<file path="src/hdl/wtb_pkg.sv">
// package: constants, register map and types of the watchdog/timebase block
// Function
// (RQ1) watchdog counts from option clock: watchdog osc, instruction clock, or rtc osc
// (RQ2) watchdog disabled by option makes every watchdog instruction a no-op
// (RQ3) watchdog times out after 2^15 to 2^16 source clock periods
// (RQ4) instruction-clock watchdog stops in halt; only external reset restarts
// (RQ5) overflow while running gives full chip reset and sets timeout flag
// (RQ6) overflow while halted gives warm reset: program counter and stack only
// (RQ7) watchdog cleared by reset pin, clear instructions, or halt
// (RQ8) option picks single clear or paired first-and-second clear scheme
// (RQ9) shared timer is 8-stage divider then 7-bit prescaler
// (RQ10) option taps: lcd fs/2^2..2^8, buzzer fs/2^2..2^9
// (RQ11) time base sets flag bit 5 at option period, vector 14H
// (RQ12) time-base and rtc time-outs offered as counter clock sources
// (RQ13) rtc select bits 2:0 at 09H map to 2^8..2^15
// (RQ14) rtc time-out sets flag bit 6, vector 18H when enabled
// (RQ15) halt stops system osc, clears watchdog, sets powerdown, clears timeout
// (RQ16) halt ends on reset, interrupt, port A fall, or watchdog overflow
// (RQ17) powerdown flag cleared at power-up or single clear, set by halt
// (RQ18) each port A pin option-enabled for wake; resumes next instruction
// (RQ19) interrupt wake calls only if enabled with stack room; old flags ignored
// (RQ20) every wake inserts 1024 system clock delay before resuming; a reset-pin exit from halt goes straight to run
// (RQ21) timeout/powerdown flags encode the reset cause
// (RQ22) chip reset clears timer chain, watchdog, rtc, time base, vector 000H
// (RQ23) quick-start bit 4 of rtc control drives the rtc oscillator boost
// (RQ24) request flags stay set until software clears or the call services them
`default_nettype none
package wtb_pkg;
  // ---------------------------------------------------------------------
  // register map (byte offsets on the plain port)
  // ---------------------------------------------------------------------
  localparam logic [7:0] WTB_RTC_CTRL_ADDR = 8'h09;
  localparam logic [7:0] WTB_SECOND_INTERRUPT_CONTROL_ADDR = 8'h1E;
  localparam logic [7:0] WTB_STATUS_ADDR = 8'h0A;
  localparam logic [7:0] WTB_RTC_CTRL_RST = 8'h07;
  localparam int WTB_QUICK_START_OSCILLATOR_BIT_BIT = 4;
  localparam int WTB_TBE_BIT = 1;
  localparam int WTB_RTE_BIT = 2;
  localparam int WTB_TBF_BIT = 5;
  localparam int WTB_RTF_BIT = 6;
  localparam int WTB_PDF_BIT = 4;
  localparam int WTB_TO_BIT = 5;
  // ---------------------------------------------------------------------
  // timing and vectors
  // ---------------------------------------------------------------------
  localparam int WTB_DIV_STAGES = 8;
  localparam int WTB_PRE_BITS = 7;
  localparam int WTB_WDT_BITS = 16;
  localparam int WTB_SST_CYCLES = 1024;
  localparam int WTB_TB_BASE = 12;
  localparam int WTB_RTC_BASE = 8;
  localparam logic [11:0] WTB_VEC_TB = 12'h014;
  localparam logic [11:0] WTB_VEC_RTC = 12'h018;
  localparam logic [11:0] WTB_VEC_RESET = 12'h000;
  // watchdog clock source option codes
  localparam logic [1:0] WTB_SRC_WDOSC = 2'h0;
  localparam logic [1:0] WTB_SRC_INSTR = 2'h1;
  localparam logic [1:0] WTB_SRC_RTC = 2'h2;

  typedef enum logic [1:0] {
    WTB_RUN,
    WTB_HALT,
    WTB_START,
    WTB_STUCK
  } wtb_mode_t;
endpackage : wtb_pkg
`default_nettype wire

</file>
<file path="src/hdl/wtb_tick_if.sv">
// interface: source tick and timer chain taps shared inside the block
`default_nettype none
interface wtb_tick_if;
  logic tick; // one-cycle source clock event
  logic clr; // clear the whole chain
  logic [14:0] chain; // divider + prescaler state
  logic [15:0] rise; // per-stage rising pulses, bit n = fs/2^(n+1)
  modport chain_m (input tick, input clr, output chain, output rise);
  modport user_m (output tick, output clr, input chain, input rise);
endinterface : wtb_tick_if
`default_nettype wire

</file>
<file path="src/hdl/wtb_chain.sv">
// module: shared divider and prescaler chain with per-stage edge pulses
`default_nettype none
module wtb_chain
  import wtb_pkg::*;
(
  input wire logic ref_clk, // system clock
  input wire logic reset_n, // async reset, active low
  input wire logic clk_en, // freezes all state when low
  wtb_tick_if.chain_m tk // tick in, taps out
);
  typedef struct packed {
    logic [WTB_DIV_STAGES+WTB_PRE_BITS-1:0] cnt;
    logic [15:0] rise;
  } wtb_chain_st_t;
  wtb_chain_st_t st, next_st;
  logic [WTB_DIV_STAGES+WTB_PRE_BITS-1:0] inc;

  // ---------------------------------------------------------------------
  // counting
  // ---------------------------------------------------------------------
  // rise bit n pulses when stage n goes 0->1, i.e. at rate fs/2^(n+1)
  always_comb begin
    next_st = st;
    inc = st.cnt + 1'b1;
    next_st.rise = '0;
    if (tk.clr) begin
      next_st.cnt = '0; // [RQ22]
    end else if (tk.tick) begin
      next_st.cnt = inc; // [RQ9]
      next_st.rise = {1'b0, inc & ~st.cnt};
    end
  end

  always_ff @(posedge ref_clk or negedge reset_n) begin
    if (!reset_n) begin
      st <= '0;
    end else if (clk_en) begin
      st <= next_st;
    end
  end

  assign tk.chain = st.cnt;
  assign tk.rise = st.rise;
endmodule : wtb_chain
`default_nettype wire

</file>
<file path="src/hdl/wtb_top.sv">
// module: watchdog, time base, rtc, halt and reset-cause logic
//
// Design decision made here: the strobed register port.
`default_nettype none
module wtb_top
  import wtb_pkg::*;
#(
  parameter int PA_W = 8, // port A width
  parameter int SST_CYCLES = WTB_SST_CYCLES // wake start-up delay
) (
  input wire logic ref_clk, // 25 MHz system clock
  input wire logic reset_n, // async power-up reset, active low
  input wire logic clk_en, // freezes all state when low
  input wire logic wdosc_clk, // watchdog rc oscillator pin
  input wire logic rtcosc_clk, // rtc oscillator pin
  input wire logic ext_reset_n, // external_reset_pin, active low
  input wire logic [PA_W-1:0] port_a, // port A pins
  input wire logic [PA_W-1:0] opt_wake_en, // per-pin wake option
  input wire logic opt_wdt_en, // watchdog enable option
  input wire logic [1:0] opt_wdt_src, // watchdog clock source option
  input wire logic opt_clr_paired, // paired clear scheme option
  input wire logic [2:0] opt_lcd_sel, // lcd tap 0..6 -> fs/2^2..2^8
  input wire logic [2:0] opt_buz_sel, // buzzer tap 0..7 -> fs/2^2..2^9
  input wire logic [1:0] opt_tb_sel, // time base 0..3 -> fs/2^12..2^15
  input wire logic instr_tick, // one pulse per instruction cycle
  input wire logic cmd_clr_single, // single_watchdog_clear executed
  input wire logic cmd_clr_first, // paired_clear_first executed
  input wire logic cmd_clr_second, // paired_clear_second executed
  input wire logic cmd_halt, // halt instruction executed
  input wire logic other_irq, // other interrupt requests rising
  input wire logic stack_full, // cpu stack full
  input wire logic int_master_en, // cpu master interrupt enable
  input wire logic [7:0] reg_addr, // register address
  input wire logic [7:0] reg_wdata, // register write data
  input wire logic reg_wr, // write strobe
  input wire logic reg_rd, // read strobe
  output logic [7:0] reg_rdata, // read data, cycle after strobe
  output logic chip_reset, // full chip reset pulse
  output logic warm_reset, // pc and stack pointer reset pulse
  output logic sys_osc_en, // system oscillator enable
  output logic cpu_run, // cpu may execute
  output logic int_call, // vectored call pulse
  output logic [11:0] int_vector, // call target address
  output logic lcd_clk, // lcd frequency tap
  output logic buz_clk, // buzzer frequency tap
  output logic tb_tick, // time-base timeout pulse for counter 1
  output logic rtc_tick, // rtc timeout pulse for counter 0
  output logic rtc_quick_osc // quick_start_oscillator_bit drive
);
  localparam int SW = $clog2(SST_CYCLES + 1);

  typedef struct packed {
    logic [2:0] wd_s; // watchdog osc synchroniser
    logic [2:0] rt_s; // rtc osc synchroniser
    logic [2:0] rs_s; // reset pin synchroniser
    logic [3*PA_W-1:0] pa_s; // port A synchronisers, 3 per pin
    logic [WTB_WDT_BITS-1:0] wdt;
    logic paired_first; // first of the pair seen
    logic to_flag; // timeout_status_flag
    logic pd_flag; // powerdown_status_flag
    logic timebase_request_flag; // timebase_request_flag
    logic clock_tick_request_flag; // clock_tick_request_flag
    logic tbe; // time base interrupt enable
    logic rte; // rtc interrupt enable
    logic tbf_pre; // flag already set when halt began
    logic rtf_pre;
    logic [7:0] rtc_ctrl; // rtc_period_control
    wtb_mode_t mode;
    logic [SW-1:0] startup_delay_timer; // startup_delay_timer
    logic wake_call; // wake will take the vectored call
    logic chip_rst;
    logic warm_rst;
    logic call;
    logic [11:0] vec;
    logic [7:0] rdata;
    logic lcd;
    logic buz;
  } wtb_st_t;
  wtb_st_t st, next_st;
  wtb_tick_if tk ();
  logic src_tick, wd_edge, rt_edge, rs_low, wd_clr, tb_ev, rt_ev;
  logic pa_fall_any, irq_wake, wdt_ovf, halted;
  logic [PA_W-1:0] pa_fall;

  wtb_chain u_chain (
    .ref_clk(ref_clk),
    .reset_n(reset_n),
    .clk_en(clk_en),
    .tk(tk)
  );

  // ---------------------------------------------------------------------
  // pin conditioning: three flops, rising edge counts when stage 2 high and stage 3 low, reset pin low when both low
  // ---------------------------------------------------------------------
  assign wd_edge = st.wd_s[1] & ~st.wd_s[2] & ~st.wd_s[2];
  assign rt_edge = st.rt_s[1] & ~st.rt_s[2];
  assign rs_low = ~st.rs_s[1] & ~st.rs_s[2];
  genvar g;
  generate
    for (g = 0; g < PA_W; g++) begin : g_pa
      // falling edge on an option-enabled pin
      assign pa_fall[g] = opt_wake_en[g] & ~st.pa_s[3*g+1]
                          & st.pa_s[3*g+2]; // [RQ18]
    end
  endgenerate
  assign pa_fall_any = |pa_fall;
  assign halted = (st.mode == WTB_HALT);

  // ---------------------------------------------------------------------
  // source tick and chain taps
  // ---------------------------------------------------------------------
  // instruction clock stops in halt, so that source freezes there
  always_comb begin
    if (opt_wdt_src == WTB_SRC_WDOSC) begin
      src_tick = wd_edge; // [RQ1]
    end else if (opt_wdt_src == WTB_SRC_INSTR) begin
      src_tick = instr_tick & (st.mode == WTB_RUN); // [RQ1] [RQ4]
    end else begin
      src_tick = rt_edge; // [RQ1]
    end
  end
  assign tk.tick = src_tick;
  assign tk.clr = st.chip_rst; // [RQ22]
  assign tb_ev = tk.rise[WTB_TB_BASE - 1 + opt_tb_sel]; // [RQ11]
  assign rt_ev = tk.rise[WTB_RTC_BASE - 1 + st.rtc_ctrl[2:0]]; // [RQ13]
  assign wdt_ovf = opt_wdt_en & src_tick & (&st.wdt); // [RQ3]

  // watchdog clears; all watchdog instructions are no-ops when disabled
  assign wd_clr = opt_wdt_en & ((cmd_halt & ~halted)
    | (~opt_clr_paired & cmd_clr_single)
    | (opt_clr_paired & ((st.paired_first & cmd_clr_second)
    | (cmd_clr_first & cmd_clr_second)))); // [RQ2] [RQ7] [RQ8]

  // wake by interrupt only for flags newly raised during halt
  assign irq_wake = other_irq | (st.timebase_request_flag & ~st.tbf_pre)
    | (st.clock_tick_request_flag & ~st.rtf_pre); // [RQ19]

  // ---------------------------------------------------------------------
  // next state
  // ---------------------------------------------------------------------
  always_comb begin
    next_st = st;
    next_st.wd_s = {st.wd_s[1:0], wdosc_clk};
    next_st.rt_s = {st.rt_s[1:0], rtcosc_clk};
    next_st.rs_s = {st.rs_s[1:0], ext_reset_n};
    for (int i = 0; i < PA_W; i++) begin
      next_st.pa_s[3*i +: 3] = {st.pa_s[3*i +: 2], port_a[i]};
    end
    next_st.chip_rst = 1'b0;
    next_st.warm_rst = 1'b0;
    next_st.call = 1'b0;
    next_st.rdata = '0;
    next_st.lcd = tk.chain[1 + opt_lcd_sel]; // [RQ10]
    next_st.buz = tk.chain[1 + opt_buz_sel]; // [RQ10]
    // watchdog counter
    if (opt_wdt_en && src_tick) begin
      next_st.wdt = st.wdt + 1'b1; // [RQ3]
    end
    if (cmd_clr_first && opt_clr_paired && opt_wdt_en) begin
      next_st.paired_first = 1'b1; // [RQ8]
    end
    if (wd_clr) begin
      next_st.wdt = '0; // [RQ7]
      next_st.paired_first = 1'b0;
    end
    if (cmd_clr_single && opt_wdt_en && !opt_clr_paired) begin
      next_st.pd_flag = 1'b0; // [RQ17]
      next_st.to_flag = 1'b0;
    end
    // software register writes (clear before hardware set: set wins)
    if (reg_wr) begin
      if (reg_addr == WTB_RTC_CTRL_ADDR) begin
        next_st.rtc_ctrl = {3'h0, reg_wdata[4:0]}; // [RQ13] [RQ23]
      end else if (reg_addr == WTB_SECOND_INTERRUPT_CONTROL_ADDR) begin
        next_st.tbe = reg_wdata[WTB_TBE_BIT];
        next_st.rte = reg_wdata[WTB_RTE_BIT];
        next_st.timebase_request_flag = reg_wdata[WTB_TBF_BIT]; // [RQ24]
        next_st.clock_tick_request_flag = reg_wdata[WTB_RTF_BIT]; // [RQ24]
      end
    end
    if (reg_rd) begin
      if (reg_addr == WTB_RTC_CTRL_ADDR) begin
        next_st.rdata = st.rtc_ctrl;
      end else if (reg_addr == WTB_SECOND_INTERRUPT_CONTROL_ADDR) begin
        next_st.rdata = 8'h00;
        next_st.rdata[WTB_TBE_BIT] = st.tbe;
        next_st.rdata[WTB_RTE_BIT] = st.rte;
        next_st.rdata[WTB_TBF_BIT] = st.timebase_request_flag;
        next_st.rdata[WTB_RTF_BIT] = st.clock_tick_request_flag;
      end else if (reg_addr == WTB_STATUS_ADDR) begin
        next_st.rdata = 8'h00;
        next_st.rdata[WTB_TO_BIT] = st.to_flag; // [RQ21]
        next_st.rdata[WTB_PDF_BIT] = st.pd_flag;
      end
    end
    // interrupt service while running: the call clears its own flag
    if (st.mode == WTB_RUN && int_master_en && !stack_full) begin
      if (st.timebase_request_flag && st.tbe) begin
        next_st.call = 1'b1;
        next_st.vec = WTB_VEC_TB; // [RQ11]
        next_st.timebase_request_flag = 1'b0; // [RQ24]
      end else if (st.clock_tick_request_flag && st.rte) begin
        next_st.call = 1'b1;
        next_st.vec = WTB_VEC_RTC; // [RQ14]
        next_st.clock_tick_request_flag = 1'b0; // [RQ24]
      end
    end
    if (tb_ev) begin
      next_st.timebase_request_flag = 1'b1; // [RQ11]
    end
    if (rt_ev) begin
      next_st.clock_tick_request_flag = 1'b1; // [RQ14]
    end
    // mode sequencing
    case (st.mode)
      WTB_RUN: begin
        if (wdt_ovf) begin
          next_st.chip_rst = 1'b1; // [RQ5]
          next_st.to_flag = 1'b1; // [RQ5] [RQ21]
          next_st.wdt = '0;
          // a chip reset also drops time base, rtc and their enables
          next_st.timebase_request_flag = 1'b0; // [RQ22]
          next_st.clock_tick_request_flag = 1'b0;
          next_st.tbe = 1'b0;
          next_st.rte = 1'b0;
          next_st.rtc_ctrl = WTB_RTC_CTRL_RST;
          next_st.paired_first = 1'b0;
        end else if (cmd_halt) begin
          next_st.mode = (opt_wdt_src == WTB_SRC_INSTR && opt_wdt_en)
            ? WTB_STUCK : WTB_HALT; // [RQ4]
          next_st.pd_flag = 1'b1; // [RQ15] [RQ17]
          next_st.to_flag = 1'b0; // [RQ15]
          next_st.tbf_pre = st.timebase_request_flag; // [RQ19]
          next_st.rtf_pre = st.clock_tick_request_flag;
        end
      end
      WTB_HALT: begin
        if (wdt_ovf) begin
          next_st.warm_rst = 1'b1; // [RQ6]
          next_st.to_flag = 1'b1; // [RQ21]
          next_st.wdt = '0;
          next_st.wake_call = 1'b0;
          next_st.mode = WTB_START; // [RQ16]
          next_st.startup_delay_timer = '0;
        end else if (pa_fall_any || irq_wake) begin
          next_st.wake_call = int_master_en & ~stack_full & ~pa_fall_any
            & ((st.timebase_request_flag & st.tbe) | (st.clock_tick_request_flag & st.rte)); // [RQ19]
          next_st.mode = WTB_START; // [RQ16] [RQ18]
          next_st.startup_delay_timer = '0;
        end
      end
      WTB_START: begin
        next_st.startup_delay_timer = st.startup_delay_timer + 1'b1;
        if (st.startup_delay_timer == SW'(SST_CYCLES - 1)) begin
          next_st.mode = WTB_RUN; // [RQ20]
        end
      end
      default: begin
        // only the reset pin leaves this state
      end
    endcase
    // external reset pin: full init, cause flags per halt state
    if (rs_low) begin
      next_st.wdt = '0; // [RQ7]
      next_st.chip_rst = 1'b1; // [RQ16] [RQ22]
      next_st.mode = WTB_RUN;
      next_st.timebase_request_flag = 1'b0;
      next_st.clock_tick_request_flag = 1'b0;
      next_st.tbe = 1'b0;
      next_st.rte = 1'b0;
      next_st.rtc_ctrl = WTB_RTC_CTRL_RST;
      next_st.paired_first = 1'b0;
      if (st.mode != WTB_RUN) begin
        next_st.to_flag = 1'b0; // [RQ21]
        next_st.pd_flag = 1'b1;
      end
    end
  end

  always_ff @(posedge ref_clk or negedge reset_n) begin
    if (!reset_n) begin
      st <= '0;
      st.rs_s <= 3'h7;
      st.rtc_ctrl <= WTB_RTC_CTRL_RST; // [RQ22]
      st.mode <= WTB_RUN;
      st.vec <= WTB_VEC_RESET; // [RQ22]
    end else if (clk_en) begin
      st <= next_st;
    end
  end

  // ---------------------------------------------------------------------
  // outputs
  // ---------------------------------------------------------------------
  assign reg_rdata = st.rdata;
  assign chip_reset = st.chip_rst;
  assign warm_reset = st.warm_rst;
  assign sys_osc_en = (st.mode == WTB_RUN) || (st.mode == WTB_START); // [RQ15]
  assign cpu_run = (st.mode == WTB_RUN);
  assign int_call = st.call;
  assign int_vector = st.vec;
  assign lcd_clk = st.lcd;
  assign buz_clk = st.buz;
  assign tb_tick = tb_ev; // [RQ12]
  assign rtc_tick = rt_ev; // [RQ12]
  assign rtc_quick_osc = st.rtc_ctrl[WTB_QUICK_START_OSCILLATOR_BIT_BIT]; // [RQ23]

  // ---------------------------------------------------------------------
  // checks
  // ---------------------------------------------------------------------
  wdt_overflow_a: assert property (@(posedge ref_clk) disable iff (!reset_n)
    clk_en && wdt_ovf && st.mode == WTB_RUN && !rs_low |=> chip_reset
    && st.to_flag) else $error("run overflow without reset"); // [RQ5]
  warm_reset_a: assert property (@(posedge ref_clk) disable iff (!reset_n)
    clk_en && wdt_ovf && halted && !rs_low |=> warm_reset && !chip_reset)
    else $error("halt overflow without warm reset"); // [RQ6]
  halt_flags_a: assert property (@(posedge ref_clk) disable iff (!reset_n)
    clk_en && cmd_halt && st.mode == WTB_RUN && !wdt_ovf && !rs_low
    |=> st.pd_flag && !st.to_flag && st.wdt == '0)
    else $error("halt entry flags wrong"); // [RQ15]
  wdt_disabled_a: assert property (@(posedge ref_clk) disable iff (!reset_n)
    clk_en && !opt_wdt_en && !rs_low
    |=> $stable(st.wdt) && !chip_reset && !warm_reset)
    else $error("watchdog acts while disabled"); // [RQ2]
  paired_clr_a: assert property (@(posedge ref_clk) disable iff (!reset_n)
    opt_clr_paired && cmd_clr_single && !cmd_halt |-> !wd_clr)
    else $error("single clear acted in paired mode"); // [RQ8]
  tb_flag_a: assert property (@(posedge ref_clk) disable iff (!reset_n)
    clk_en && tb_ev && !rs_low && !(wdt_ovf && cpu_run) |=> st.timebase_request_flag)
    else $error("time base flag not set"); // [RQ11]
  rtc_flag_a: assert property (@(posedge ref_clk) disable iff (!reset_n)
    clk_en && rt_ev && !rs_low && !(wdt_ovf && cpu_run) |=> st.clock_tick_request_flag)
    else $error("rtc flag not set"); // [RQ14]
  chip_init_a: assert property (@(posedge ref_clk) disable iff (!reset_n)
    clk_en && wdt_ovf && cpu_run && !rs_low
    |=> st.rtc_ctrl == WTB_RTC_CTRL_RST && !st.tbe && !st.rte)
    else $error("chip reset left rtc or time base"); // [RQ22]
  sst_delay_a: assert property (@(posedge ref_clk) disable iff (!reset_n)
    clk_en && halted && $past(clk_en) ##1 st.mode == WTB_START
    |-> !cpu_run[*8]) else $error("wake resumed too early"); // [RQ20]
  rtc_tap_a: assert property (@(posedge ref_clk) disable iff (!reset_n)
    rtc_tick |-> tk.chain[WTB_RTC_BASE - 1 + st.rtc_ctrl[2:0]]
    && !tk.chain[WTB_RTC_BASE - 2 + st.rtc_ctrl[2:0]])
    else $error("rtc tap mismatch"); // [RQ13]
endmodule : wtb_top
`default_nettype wire

</file>
<file path="config.mk">
export PLATFORM = sky130hd
export DESIGN_NAME = wtb_top
export DESIGN_NICKNAME = d
export VERILOG_FILES = /design/src/hdl/wtb_pkg.sv /design/src/hdl/wtb_tick_if.sv /design/src/hdl/wtb_chain.sv /design/src/hdl/wtb_top.sv
export SDC_FILE = /design/constraint.sdc
export NUM_CORES = 1
export LEC_CHECK = 0
export BUFFER_PORTS_ARGS = -buffer_cell sky130_fd_sc_hd__buf_2
export CAP_MARGIN = 0
export CORE_MARGIN = 2
export CORE_UTILIZATION = 52
export DETAILED_ROUTE_END_ITERATION = 10
export PLACE_DENSITY = 0.81
export SLEW_MARGIN = 15
export SYNTH_ARGS = -nofsm -noshare
export SYNTH_HDL_FRONTEND = slang
export SYNTH_SLANG_ARGS = --single-unit
</file>
<file path="constraint.sdc">
create_clock -name ref_clk -period 2.55 [get_ports ref_clk]
set_input_delay 0.1275 -clock ref_clk [delete_from_list [all_inputs] [get_ports ref_clk]]
set_output_delay 0.1275 -clock ref_clk [all_outputs]
set_load 0.01 [all_outputs]
</file>
## Word-level counts from Yosys, hierarchy flattened

Index checks and enable logic that the tools add are counted.

| operators by class | value |
|---|---|
| shifts and indexed selects | 0 |
| order comparisons | 4 |
| multipliers | 0 |
| equal/unequal tests | 12 |
| add/sub/neg operators | 7 |
| reductions and logical operators | 28 |
| divide/modulo/power cells | 0 |
| bitwise operators | 63 |
| multiplexer cells | 64 |

Operators by type and width:

| cell | count |
|---|---|
| two-way mux 16 bit | 3 |
| two-way mux 8 bit | 5 |
| two-way mux 13 bit | 3 |
| bitwise AND 1 bit | 36 |
| two-way mux 17 bit | 2 |
| case mux 16 bit (2 select lines) | 1 |
| two-way mux 31 bit | 1 |
| two-way mux 15 bit | 2 |
| two-way mux 14 bit | 2 |
| two-way mux 23 bit | 1 |
| case mux 11 bit (2 select lines) | 1 |
| two-way mux 1 bit | 20 |
| two-way mux 2 bit | 10 |
| NOT 1 bit | 19 |
| adder 16 x 1 -> 16 bit, second input constant | 1 |
| binary-select mux 1 bit (select 4 bit) | 4 |
| == test 8 x 4 -> 1 bit, second input constant | 2 |
| two-way mux 4 bit | 4 |
| AND reduction 16 bit | 1 |
| adder 15 x 1 -> 15 bit, second input constant | 1 |
| bitwise AND 15 bit | 1 |
| less-than comparator 4 x 5 -> 1 bit, second input constant | 3 |
| NOT 15 bit | 1 |
| adder 11 x 1 -> 11 bit, second input constant | 1 |
| 28 further kinds | 53 |

| storage, ports and cells | value |
|---|---|
| input bits | 60 |
| memories kept | 0 |
| bits in read-only memories | 0 |
| bits in latches | 0 |
| flip-flop bits (word level) | 135 |
| RAM bits | 0 |

## Logic depth before layout (Yosys ltp)

Gate-level depths: netlist (run 1).

| depth | value |
|---|---|
| word-level depth | 12 |
| gate-level depth with buffers | 9 |
| mapped depth without buffers | 8 |

## Modules after synthesis

A second synthesis (run 1) with hierarchy kept.

| unflattened totals | value |
|---|---|
| cells, all modules | 614 |
| area total of the unflattened synthesis | 6617.6 um^2 |

Modules (own cells, without submodules):

| module | area each (um^2) | times used | cells an instance |
|---|---|---|---|
| wtb_top | 5185.0 | 1 | 495 |
| wtb_chain | 1432.6 | 1 | 119 |

## Least setup slack after synthesis (run 1)

Ideal clock, no wire load.

| timing path | value |
|---|---|
| kind | register to register |
| from | register st[39] in the netlist's numbering |
| to | register st[51] in the netlist's numbering |
| clock period less this slack | 2549 ps |
| arrival | 2418 ps |
| setup slack | 1 ps |
| setup time | 131 ps |
| stages on the path, launching flop included | 10 |
| cell sequence | dfstp_2 clkbuf_1 inv_1 ha_1 xor2_1 mux2i_1 mux4_2 o21a_1 a21oi_1 o22ai_1 |

| on the way | value |
|---|---|
| cells in the longest elaborated chain, start to end | 7 |

Ends and longest elaborated chain:

| what | line | text |
|---|---|---|
| start, declared | wtb_top.sv:79 | `wtb_st_t st, next_st;` |
| start signal, assigned | wtb_top.sv:288 | `st <= next_st;` |
| adder 3 x 3 -> 4 bit (*) | wtb_top.sv:125 | `assign rt_ev = tk.rise[WTB_RTC_BASE - 1 + st.rtc_ctrl[2:0]];` |
| binary-select mux 1 bit (select 4 bit) (*) | wtb_top.sv:125 |  |
| two-way mux 1 bit (implied by the code) (*) | wtb_top.sv:125 |  |
| named net rtc_tick | wtb_top.sv:47 | `output logic rtc_tick,` |
| two-way mux 1 bit (*) | wtb_top.sv:211 | `if (rt_ev) begin` |
| two-way mux 4 bit | wtb_top.sv:217 | `if (wdt_ovf) begin` |
| two-way mux 15 bit (*) | wtb_top.sv:215 | `case (st.mode)` |
| two-way mux 23 bit (*) | wtb_top.sv:263 | `if (rs_low) begin` |

The timed path passes the listed nets; every way through them passes the cells marked *. The select of a mux whose other input is x is not followed.
A chain may end at the register's enable or synchronous reset.

## Worst setup path after layout (run 1)

| timing path | value |
|---|---|
| from | register st[40] in the netlist's numbering |
| to | output port rtc_tick |

| on the way | value |
|---|---|
| cells in the longest elaborated chain, start to end | 3 |

Ends and longest elaborated chain:

| what | line |
|---|---|
| adder 3 x 3 -> 4 bit | wtb_top.sv:125 |
| binary-select mux 1 bit (select 4 bit) | wtb_top.sv:125 |
| two-way mux 1 bit (implied by the code) | wtb_top.sv:125 |
| end, declared | wtb_top.sv:47 |

Every way passes these cells. The select of a mux whose other input is x is not followed.

==> results of run 1 <==
-- layout make-up --
cell class	count	area share, %
tap	172	2.689
timing repair buffer	109	8.629
sequential	125	39.17
clock buffer	19	5.534
inverter	63	2.955
clock inverter	13	2.079
multi-input combinational	440	38.94
-- critical path, stage by stage (launching register included) --
cell,delay (ns)
dfstp_2,0.53
inv_1,0.08
ha_4,0.18
xor2_4,0.21
mux2i_1,0.12
mux4_2,0.47
o21a_1,0.20
buf_2,0.14
-- report_power, final --
part           switching, mW  internal (mW)
registers              0.114           2.13
logic                  0.502          0.383
clock network          0.893           1.56
-- synthesized netlist by cell type, types with 3 or more instances --
cell type  instances  area (sq um)
o22ai_1           13         81.33
nor4_1             4         25.02
and2_1             9         56.30
mux4_2            10         225.2
nor2_1            26         97.59
and4_1             3         26.28
nand4_1           12         75.07
a2bb2oi_1          4         35.03
nand2_1           71         266.5
a22oi_1            4         30.03
o21ai_0           62         310.3
a22o_1             6         52.55
o31ai_1            4         30.03
ha_1              24         300.3
clkbuf_1          15         56.30
dfrtp_1          119          2978
nand3b_1           7         52.55
nand3_1           14         70.07
or3_1              7         43.79
a21oi_1           21         105.1
or2_2              4         25.02
o221ai_1           3         26.28
buf_4             20         150.1
buf_2              6         30.03
nor2b_1            4         25.02
dfstp_2            6         157.7
o21ai_1            4         20.02
a31oi_1           18         112.6
inv_1             63         236.5
nor3_1             6         30.03
mux2i_1           10         100.1
nand2b_1           5         31.28
mux2_2            39         439.2
and3_1             5         31.28
-- metal layers --
| metal | share of wire [%] | vias up |
|---|---|---|
| met4 | 2.4 | 0 |
| li1 | - | 2530 |
| met5 | 0 | - |
| met2 | 50 | 191 |
| met1 | 43 | 2584 |
| met3 | 5.0 | 40 |
-- cells by family (layout without fill, tap and decap cells) --
group,Yosys count,count (layout),share of synthesized area [%]
flops,125,125,47.12
compound gates,159,159,14.91
mux,59,59,11.49
buf+inv,106,204,7.221
xor+xnor,2,2,0.2633
other cells,1,9,0.05636
simple gates,187,187,14.42
fa+ha+maj,24,24,4.513
-- repair_timing --
item | CTS | global route
setup buffers | 4 | 0
hold endpoints to repair | 49 | 0
gates resized for setup | 3 | 4
hold buffers | 17 | 0
pin swaps | 2 | 1
setup endpoints to repair | 1 | 15
-- metrics by stage --
stage	total power, mW	instance area, sq um	worst slack [ns]
floorplan	2.828	6684	0.001025
global placement	3.076	7153	0.2517
detailed placement	3.133	7153	0.1361
CTS	5.619	7976	0.02338
global route	5.843	8004	0.004426
finish	5.591	8004	0.07363
-- path summary, 6_finish.rpt --
check                                       endpoint  slack (ns)   startpoint
worst max-delay path                        rtc_tick        0.07       st[40]
worst min-delay path                    reg_rdata[4]        0.04  reg_addr[4]
worst max register to register                st[65]        0.15      st[104]
worst min register to register                st[60]        0.48       st[60]
max in group asynchronous                     st[98]        1.53      reset_n
min in group asynchronous       u_chain.tk.chain[10]        0.21      reset_n
-- state kept, by name, indices dropped and copies added, names as in the netlist, 3 cells and up --
register	cells
int_vector	3
next_st	22
reg_rdata	8
st	56
u_chain.tk.chain	15
u_chain.tk.rise	15
==> impl_metrics.py, run 1 <==
metrics = {
    "run_status": {
        "status": "complete, no violations",
    },
    "grt": {
        "grtUsageMet3_pct": 5.407,
        "met2_usage_pct": 37.84,
        "grt_pass1_vias": 5405,
        "use_met1_pct": 29.26,
        "grt_usage_pct": 23.00,
        "grt_pass1_wl_um": 24580,
        "grt_max_degree": 101,
        "antenna_found_initial": 0,
        "grt.overflow.total": 0,
        "grt-busiest-layer": "met2",
    },
    "floorplan": {
        "fp.coreArea_sq_mm": 0.01257,
        "die_w_um": 117.1,
        "pin_count": 90,
        "core.rowCount": 41,
        "die-area_sq_mm": 0.01372,
        "die_y_um": 117.1,
        "initial_core_util_pct": 52.94,
    },
    "hold_path": {
        "whs_path_depth": 4,
        "hp-class": "input pin to flop",
    },
    "sta": {
        "finalSetupTns_ns": 0,
        "hold_viol": 0,
        "rsz0062_at_grt": "no",
        "finalCritPeriodShare_pct": 97.11,
        "slew_headroom_pct": 60.78,
        "fin_crit_ns": 2.476,
        "fmax_mhz": 403.8,
        "fin_hold_ws_ns": 0.04228,
        "tightest_slew_ns": 0.5882,
        "skew_ns": 0.01060,
        "finalMaxSlewViolations": 0,
        "setup_viol": 0,
    },
    "layout": {
        "nFillCells": 952,
        "final-seq-area_sq_mm": 0.003136,
        "drive_above_1_share_pct": 24.97,
        "syn_to_final_growth_pct": 20.29,
        "num_antenna_cells": 0,
        "final_nets": 840,
        "postLayoutCoreUtil_pct": 63.68,
        "multi_input_area_sq_mm": 0.003117,
        "fin_cells": 941,
        "final_common_cell": "dfrtp_1",
        "mostFrequentLayoutCells": "119 x dfrtp_1, 78 x buf_2, 71 x nand2_1",
    },
    "drt": {
        "dr.pass1.iters": 5,
        "wl_um": 14830,
        "vias": 5345,
        "postRouteAntennaNets": 0,
        "wire_per_inst_um": 15.76,
        "viasPerCell": 5.680,
        "drc_errors": 0,
        "drt_iter0_drc": 405,
    },
    "placed_design": {
        "io_buffers": 79,
        "place_inst": 889,
        "dp_hpwl_um": 10390,
        "gp_congestion": 0.8183,
    },
    "cts": {
        "cts_tree": "done",
        "numCtsBuffers": 17,
        "clock_sinks": 125,
        "clk_pin_slew_ns": 0.05,
        "ctsHtreeMaxLevel": 4,
        "clk_path_buf_depth": 2,
        "worstSkewPairLatency_ns": 0.42,
        "clockRootBuffer": "clkbuf_16",
    },
    "pwr": {
        "total_leakage_power_nw": 3.532,
        "ir_drop_v": 0.0007542,
        "power_density_mw_per_mm2": 698.5,
    },
    "setup_path": {
        "crit_type": "flop to output pin",
        "r2r_cells": 6,
        "start_kind": "flop",
        "endpoint_kind": "output pin",
        "crit_required_ns": 2.42,
        "crit_arrival_ns": 2.35,
        "cp_max_fo": 5,
    },
    "synthesis": {
        "synthArstFlopShare_pct": 100.0,
        "syn_area_sq_mm": 0.006654,
        "ys_ff_latch": 125,
        "post_synth.cell_area_avg_sq_um": 10.04,
        "synth_edf_count": 0,
        "synth_cells": 663,
        "synthDistinctLibCells": 63,
        "synth.yosys.warnings": 0,
        "ys.flop_type": "dfrtp_1",
        "yosysSeqAreaShare_pct": 47.12,
    },
    "flow_run": {
        "drv_cap": 0,
    },
}
No activity file was read; power rests on OpenSTA's default activity.
==> run 2, diff against run 1 <==
Settings changed: BUFFER_PORTS_ARGS -buffer_cell sky130_fd_sc_hd__buf_2 to -buffer_cell sky130_fd_sc_hd__buf_4, SKIP_LAST_GASP set to 1, SLEW_MARGIN 15 to unset.
==> run 2 against run 1 <==
Cell count up 0.11%. Clock-buffer cell count grew 1. Die area stayed put. Maximum frequency fell by 0.10%. Power fell by 0.28%. First-iteration DRC count shrank 8.4%. Sequential cell count did not move. Largest power group unchanged. Clock skew fell by 0.0025 ns. Sequential share of layout area fell by 0.87 points. Global-route usage hardly changed. Worst setup slack worse by 0.0025 ns. Combinational power is 6.1% higher.
==> impl_metrics.py, run 2 (synthesis results as in run 1) <==
metrics = {
    "run_status": {
        "status": "complete, no violations",
    },
    "sta": {
        "fin_hold_ws_ns": 0.02216,
        "fin_crit_ns": 2.479,
        "slew_headroom_pct": 52.43,
        "fmax_mhz": 403.4,
        "setup_viol": 0,
        "hold_viol": 0,
        "rsz0062_at_grt": "yes",
        "tightest_slew_ns": 0.7135,
        "finalCritPeriodShare_pct": 97.21,
        "finalMaxSlewViolations": 0,
        "skew_ns": 0.008131,
    },
    "grt": {
        "antenna_found_initial": 0,
        "grt_usage_pct": 23.01,
        "grt_max_degree": 74,
        "grt_pass1_vias": 5200,
        "grt_pass1_wl_um": 24500,
        "grt.overflow.total": 0,
    },
    "setup_path": {
        "endpoint_kind": "output pin",
        "start_kind": "flop",
        "crit_type": "flop to output pin",
        "crit_arrival_ns": 2.35,
        "r2r_slack_ns": 0.16,
        "cp_max_fo": 5,
        "crit_required_ns": 2.42,
    },
    "cts": {
        "clk_path_buf_depth": 2,
        "clock_sinks": 125,
        "clk_pin_slew_ns": 0.06,
        "cts_tree": "done",
        "numCtsBuffers": 17,
        "ctsHtreeMaxLevel": 4,
        "worstSkewPairLatency_ns": 0.41,
        "clockRootBuffer": "clkbuf_16",
    },
    "layout": {
        "final_nets": 841,
        "syn_to_final_growth_pct": 23.02,
        "regMostFlops": "st",
        "final_common_cell": "dfrtp_1",
        "mostFrequentLayoutCells": "119 x dfrtp_1, 91 x buf_4, 71 x nand2_1",
        "drive_above_1_share_pct": 25.45,
        "largest_reg_flops": 56,
        "final_area_sq_mm": 0.008185,
        "nFillCells": 946,
        "num_antenna_cells": 0,
    },
    "drt": {
        "drt_iter0_drc": 371,
        "viasPerCell": 5.609,
        "wire_per_inst_um": 15.66,
        "postRouteAntennaNets": 0,
        "wl_um": 14760,
        "vias": 5284,
        "drc_errors": 0,
        "dr.pass1.iters": 4,
    },
    "placed_design": {
        "dpl_cell_area_sq_mm": 0.007336,
        "io_buffers": 79,
        "gp_congestion": 0.8750,
        "dp_hpwl_um": 10290,
    },
    "floorplan": {
        "core.rowCount": 41,
        "initial_core_util_pct": 52.94,
        "die_y_um": 117.1,
        "die_w_um": 117.1,
        "die-area_sq_mm": 0.01372,
        "pin_count": 90,
        "fp.coreArea_sq_mm": 0.01257,
    },
    "pwr": {
        "ir_drop_v": 0.0005139,
        "power_density_mw_per_mm2": 681.1,
        "fin_total_pwr_mw": 5.575,
        "total_leakage_power_nw": 3.585,
    },
    "flow_run": {
        "drv_cap": 0,
    },
    "hold_path": {
        "hp-class": "input pin to flop",
    },
}
run 2: power by group:
part	switching, mW	internal, mW	total [mW]
clock	0.890	1.50	2.38
sequential	0.116	2.13	2.25
combinational	0.515	0.424	0.939
total	1.52	4.05	5.58
run 2: area by class of cell:
type                       instances  area (sq um)  area share [%]
multi-input combinational        440          3120           38.12
clock buffer                      20         456.7           5.579
tap                              172         215.2           2.629
sequential                       125          3136           38.31
inverter                          63         236.5           2.889
clock inverter                    12         136.4           1.666
timing repair buffer             110         884.6           10.81
run 2: stage by stage:
step                       TNS, ns  std cells  util, %  worst slack, ns
after floorplan                  0        671        -         0.001025
after global placement           0        889    58.37           0.2467
after detailed placement         0        889    58.37           0.1075
after CTS                        0        940    64.56        0.0007110
after global routing      -0.03018        942    65.13         -0.03018
final                            0        942    65.13          0.07109
run 2: critical path, stage by stage, from the launching register on:
cell and delay, ns:
dfstp_2 0.55, inv_2 0.06, ha_4 0.17, xor2_4 0.24, mux2i_1 0.11, mux4_2 0.46, o21a_1 0.22, buf_6 0.13
run 2: worst paths after layout:
path	from	cells past startpoint	to
worst max-delay path	st[40]	7	rtc_tick
worst min-delay path	reg_rd	3	reg_rdata[5]
worst max register to register	st[104]	6	st[57]
worst min register to register	int_vector[4]	1	int_vector[4]
max in group asynchronous	reset_n	3	st[59]
min in group asynchronous	reset_n	2	buz_clk
run 2: per-layer routing:
metal,track usage (%),part of all wire [%]
met2,37.84,50
met4,8.706,1.7
met5,0,0
met1,29.95,44
met3,5.304,4.3
run 2: timing repair:
action,in CTS,in global routing
hold buffers,17,0
gates resized for setup,0,11
pin swaps,0,3
cloned,0,0
endpoints found under the hold margin,51,0
setup endpoints to repair,1,22
buffers inserted,2,3
==> run 3, diff against run 2 <==
Settings changed: PLACE_DENSITY 0.81 to 0.76.
==> run 3 against run 2 <==
Die area stayed put. Global-route usage rose by 0.44 points. Sequential share of layout area grew 0.082 points. Register-to-register slack got worse by 0.05 ns. Sequential cell count is the same. Routed wire length decreased by 0.49%. Maximum frequency rose by 0.91%. Worst setup slack better by 0.022 ns. Clock-buffer cell count fell by 3. Power shrank 0.38%. Combinational power down 1%. Highest routed layer unchanged.
==> impl_metrics.py, run 3 (synthesis results as in run 1) <==
metrics = {
    "run_status": {
        "status": "complete, no violations",
    },
    "layout": {
        "regMostFlops": "st",
        "mostFrequentLayoutCells": "119 x dfrtp_1, 91 x buf_4, 71 x nand2_1",
        "final_area_sq_mm": 0.008168,
        "largest_reg_flops": 56,
        "postLayoutCoreUtil_pct": 64.99,
        "final_nets": 840,
        "final_common_cell": "dfrtp_1",
        "syn_to_final_growth_pct": 22.75,
        "num_antenna_cells": 0,
        "drive_above_1_share_pct": 25.49,
    },
    "sta": {
        "fin_crit_ns": 2.457,
        "slew_headroom_pct": 54.91,
        "fmax_mhz": 407.1,
        "finalMaxSlewViolations": 0,
        "hold_viol": 0,
        "skew_ns": 0.006098,
        "tightest_slew_ns": 0.6764,
        "setup_viol": 0,
        "fin_ws_ns": 0.09337,
        "rsz0062_at_grt": "yes",
        "fin_hold_ws_ns": 0.02483,
        "finalCritPeriodShare_pct": 96.34,
    },
    "cts": {
        "clk_pin_slew_ns": 0.06,
        "clk_path_buf_depth": 2,
        "cts_tree": "done",
        "clock_sinks": 125,
        "clockRootBuffer": "clkbuf_16",
        "worstSkewPairLatency_ns": 0.41,
        "ctsHtreeMaxLevel": 4,
        "numCtsBuffers": 17,
    },
    "setup_path": {
        "cp_max_fo": 5,
        "crit_buf_inv": 2,
        "start_kind": "flop",
        "crit_type": "flop to output pin",
        "worstPathCellList": "inv_2 -> ha_4 -> xor2_4 -> mux2i_1 -> mux4_2 -> o21a_1 -> buf_4",
        "endpoint_kind": "output pin",
        "worstSetupStartpoint": "st[40]",
        "rr_endpoint": "st[57]",
        "crit_arrival_ns": 2.33,
        "r2r_cells": 6,
        "slowest_delay_ns": 0.55,
        "critPathCapture": "rtc_tick",
        "worstReg2RegStart": "st[104]",
        "slowest_stage": "dfstp_2",
        "r2r_slack_ns": 0.11,
        "crit_required_ns": 2.42,
        "cpLargestDelayFamily": "multiplexers",
        "critical_path_depth": 7,
    },
    "grt": {
        "grt_pass1_wl_um": 25050,
        "grt_max_degree": 126,
        "grt_usage_pct": 23.46,
        "antenna_found_initial": 0,
        "grt_pass1_vias": 5260,
        "grt.overflow.total": 0,
    },
    "drt": {
        "wl_um": 14680,
        "dr_wl_met2_um": 7083,
        "vias": 5288,
        "drt_iter0_drc": 420,
        "route.met3.wl_um": 735,
        "top_layer_used": "met4",
        "viasPerCell": 5.620,
        "dr.pass1.iters": 7,
        "drc_errors": 0,
        "wire_per_inst_um": 15.60,
        "wl_met1_um": 6572,
        "postRouteAntennaNets": 0,
    },
    "floorplan": {
        "die_y_um": 117.1,
        "die_w_um": 117.1,
        "fp.coreArea_sq_mm": 0.01257,
        "pin_count": 90,
        "die-area_sq_mm": 0.01372,
        "core.rowCount": 41,
        "initial_core_util_pct": 52.94,
    },
    "pwr": {
        "total_leakage_power_nw": 3.587,
        "power_density_mw_per_mm2": 680.0,
        "ir_drop_v": 0.0004882,
    },
    "placed_design": {
        "dp_hpwl_um": 10040,
        "dpl_cell_area_sq_mm": 0.007336,
        "gp_congestion": 0.8293,
        "io_buffers": 79,
        "place_ws_ns": 0.05318,
    },
    "hold_path": {
        "hp-class": "input pin to flop",
    },
    "flow_run": {
        "drv_cap": 0,
    },
}
[run 3: changes by cell type in the layout (fill, tap and decap cells not counted)]
cell and change:
o21ai_1 +1, clkinv_4 -1, clkbuf_1 -1, clkinv_2 +1
o21ai_2 -1, nand3_2 +1, clkbuf_8 -2, buf_6 -1
clkinvlp_4 -1, inv_6 +4, nand3_1 -1
[run 3: routing by layer]
layer / vias up / global-route usage, %
li1: 2524 / -
met1: 2567 / 30.93
met2: 168 / 37.80
met3: 29 / 5.407
met4: 0 / 9.490
met5: - / 0
[run 3: worst min-delay path by stage]
stage	start	to	slack, ns	cells past startpoint
6_report	reg_addr[2]	reg_rdata[4]	0.02	4
5_1_grt	reg_addr[4]	reg_rdata[4]	0.04	4
3_5_place_dp	reset_n	int_call	0.28	2
3_3_place_gp	reset_n	int_vector[4]	0.28	2
2_1_floorplan	reset_n	buz_clk	-0.17	0
4_1_cts	reg_addr[4]	reg_rdata[4]	0.007	4
[run 3: layout make-up]
class | count | area [sq um]
fillers | 958 | 4400
flip-flops and latches | 125 | 3136
multi-input cells | 440 | 3122
repair buffers | 109 | 873.3
clock buffers | 17 | 425.4
inverters | 63 | 236.5
well taps | 172 | 215.2
clock inverters | 15 | 160.2
[run 3: worst register-to-register path, stage by stage, from the launching register on]
cell and delay (ns):
dfrtp_1 0.37, or4b_4 0.56, a31oi_4 0.25, nor4b_4 0.39, a21bo_2 0.32, o21ai_0 0.16
a32o_1 0.27
[run 3: power by group]
| part | internal [mW] | total (mW) | switching (mW) | leakage (nW) |
|---|---|---|---|---|
| clock network | 1.45 | 2.38 | 0.925 | 0.285 |
| logic | 0.421 | 0.925 | 0.505 | 1.66 |
| registers | 2.13 | 2.25 | 0.118 | 1.65 |
| total | 4.01 | 5.55 | 1.55 | 3.59 |
[run 3: repair_timing]
action | in CTS | in global routing
resized for setup | 3 | 7
hold buffers | 17 | 0
gates cloned | 0 | 0
buffers inserted | 3 | 1
setup endpoints to repair | 1 | 49
endpoints found under the hold margin | 137 | 0
pin swaps | 2 | 2
[run 3: per-stage QoR]
stage / setup TNS [ns] / cells / power, mW
2_1_floorplan: 0 / 671 / 2.828
3_3_place_gp: 0 / 889 / 3.123
3_5_place_dp: 0 / 889 / 3.167
4_1_cts: 0 / 940 / 5.587
5_1_grt: -0.01386 / 941 / 5.820
6_report: 0 / 941 / 5.554
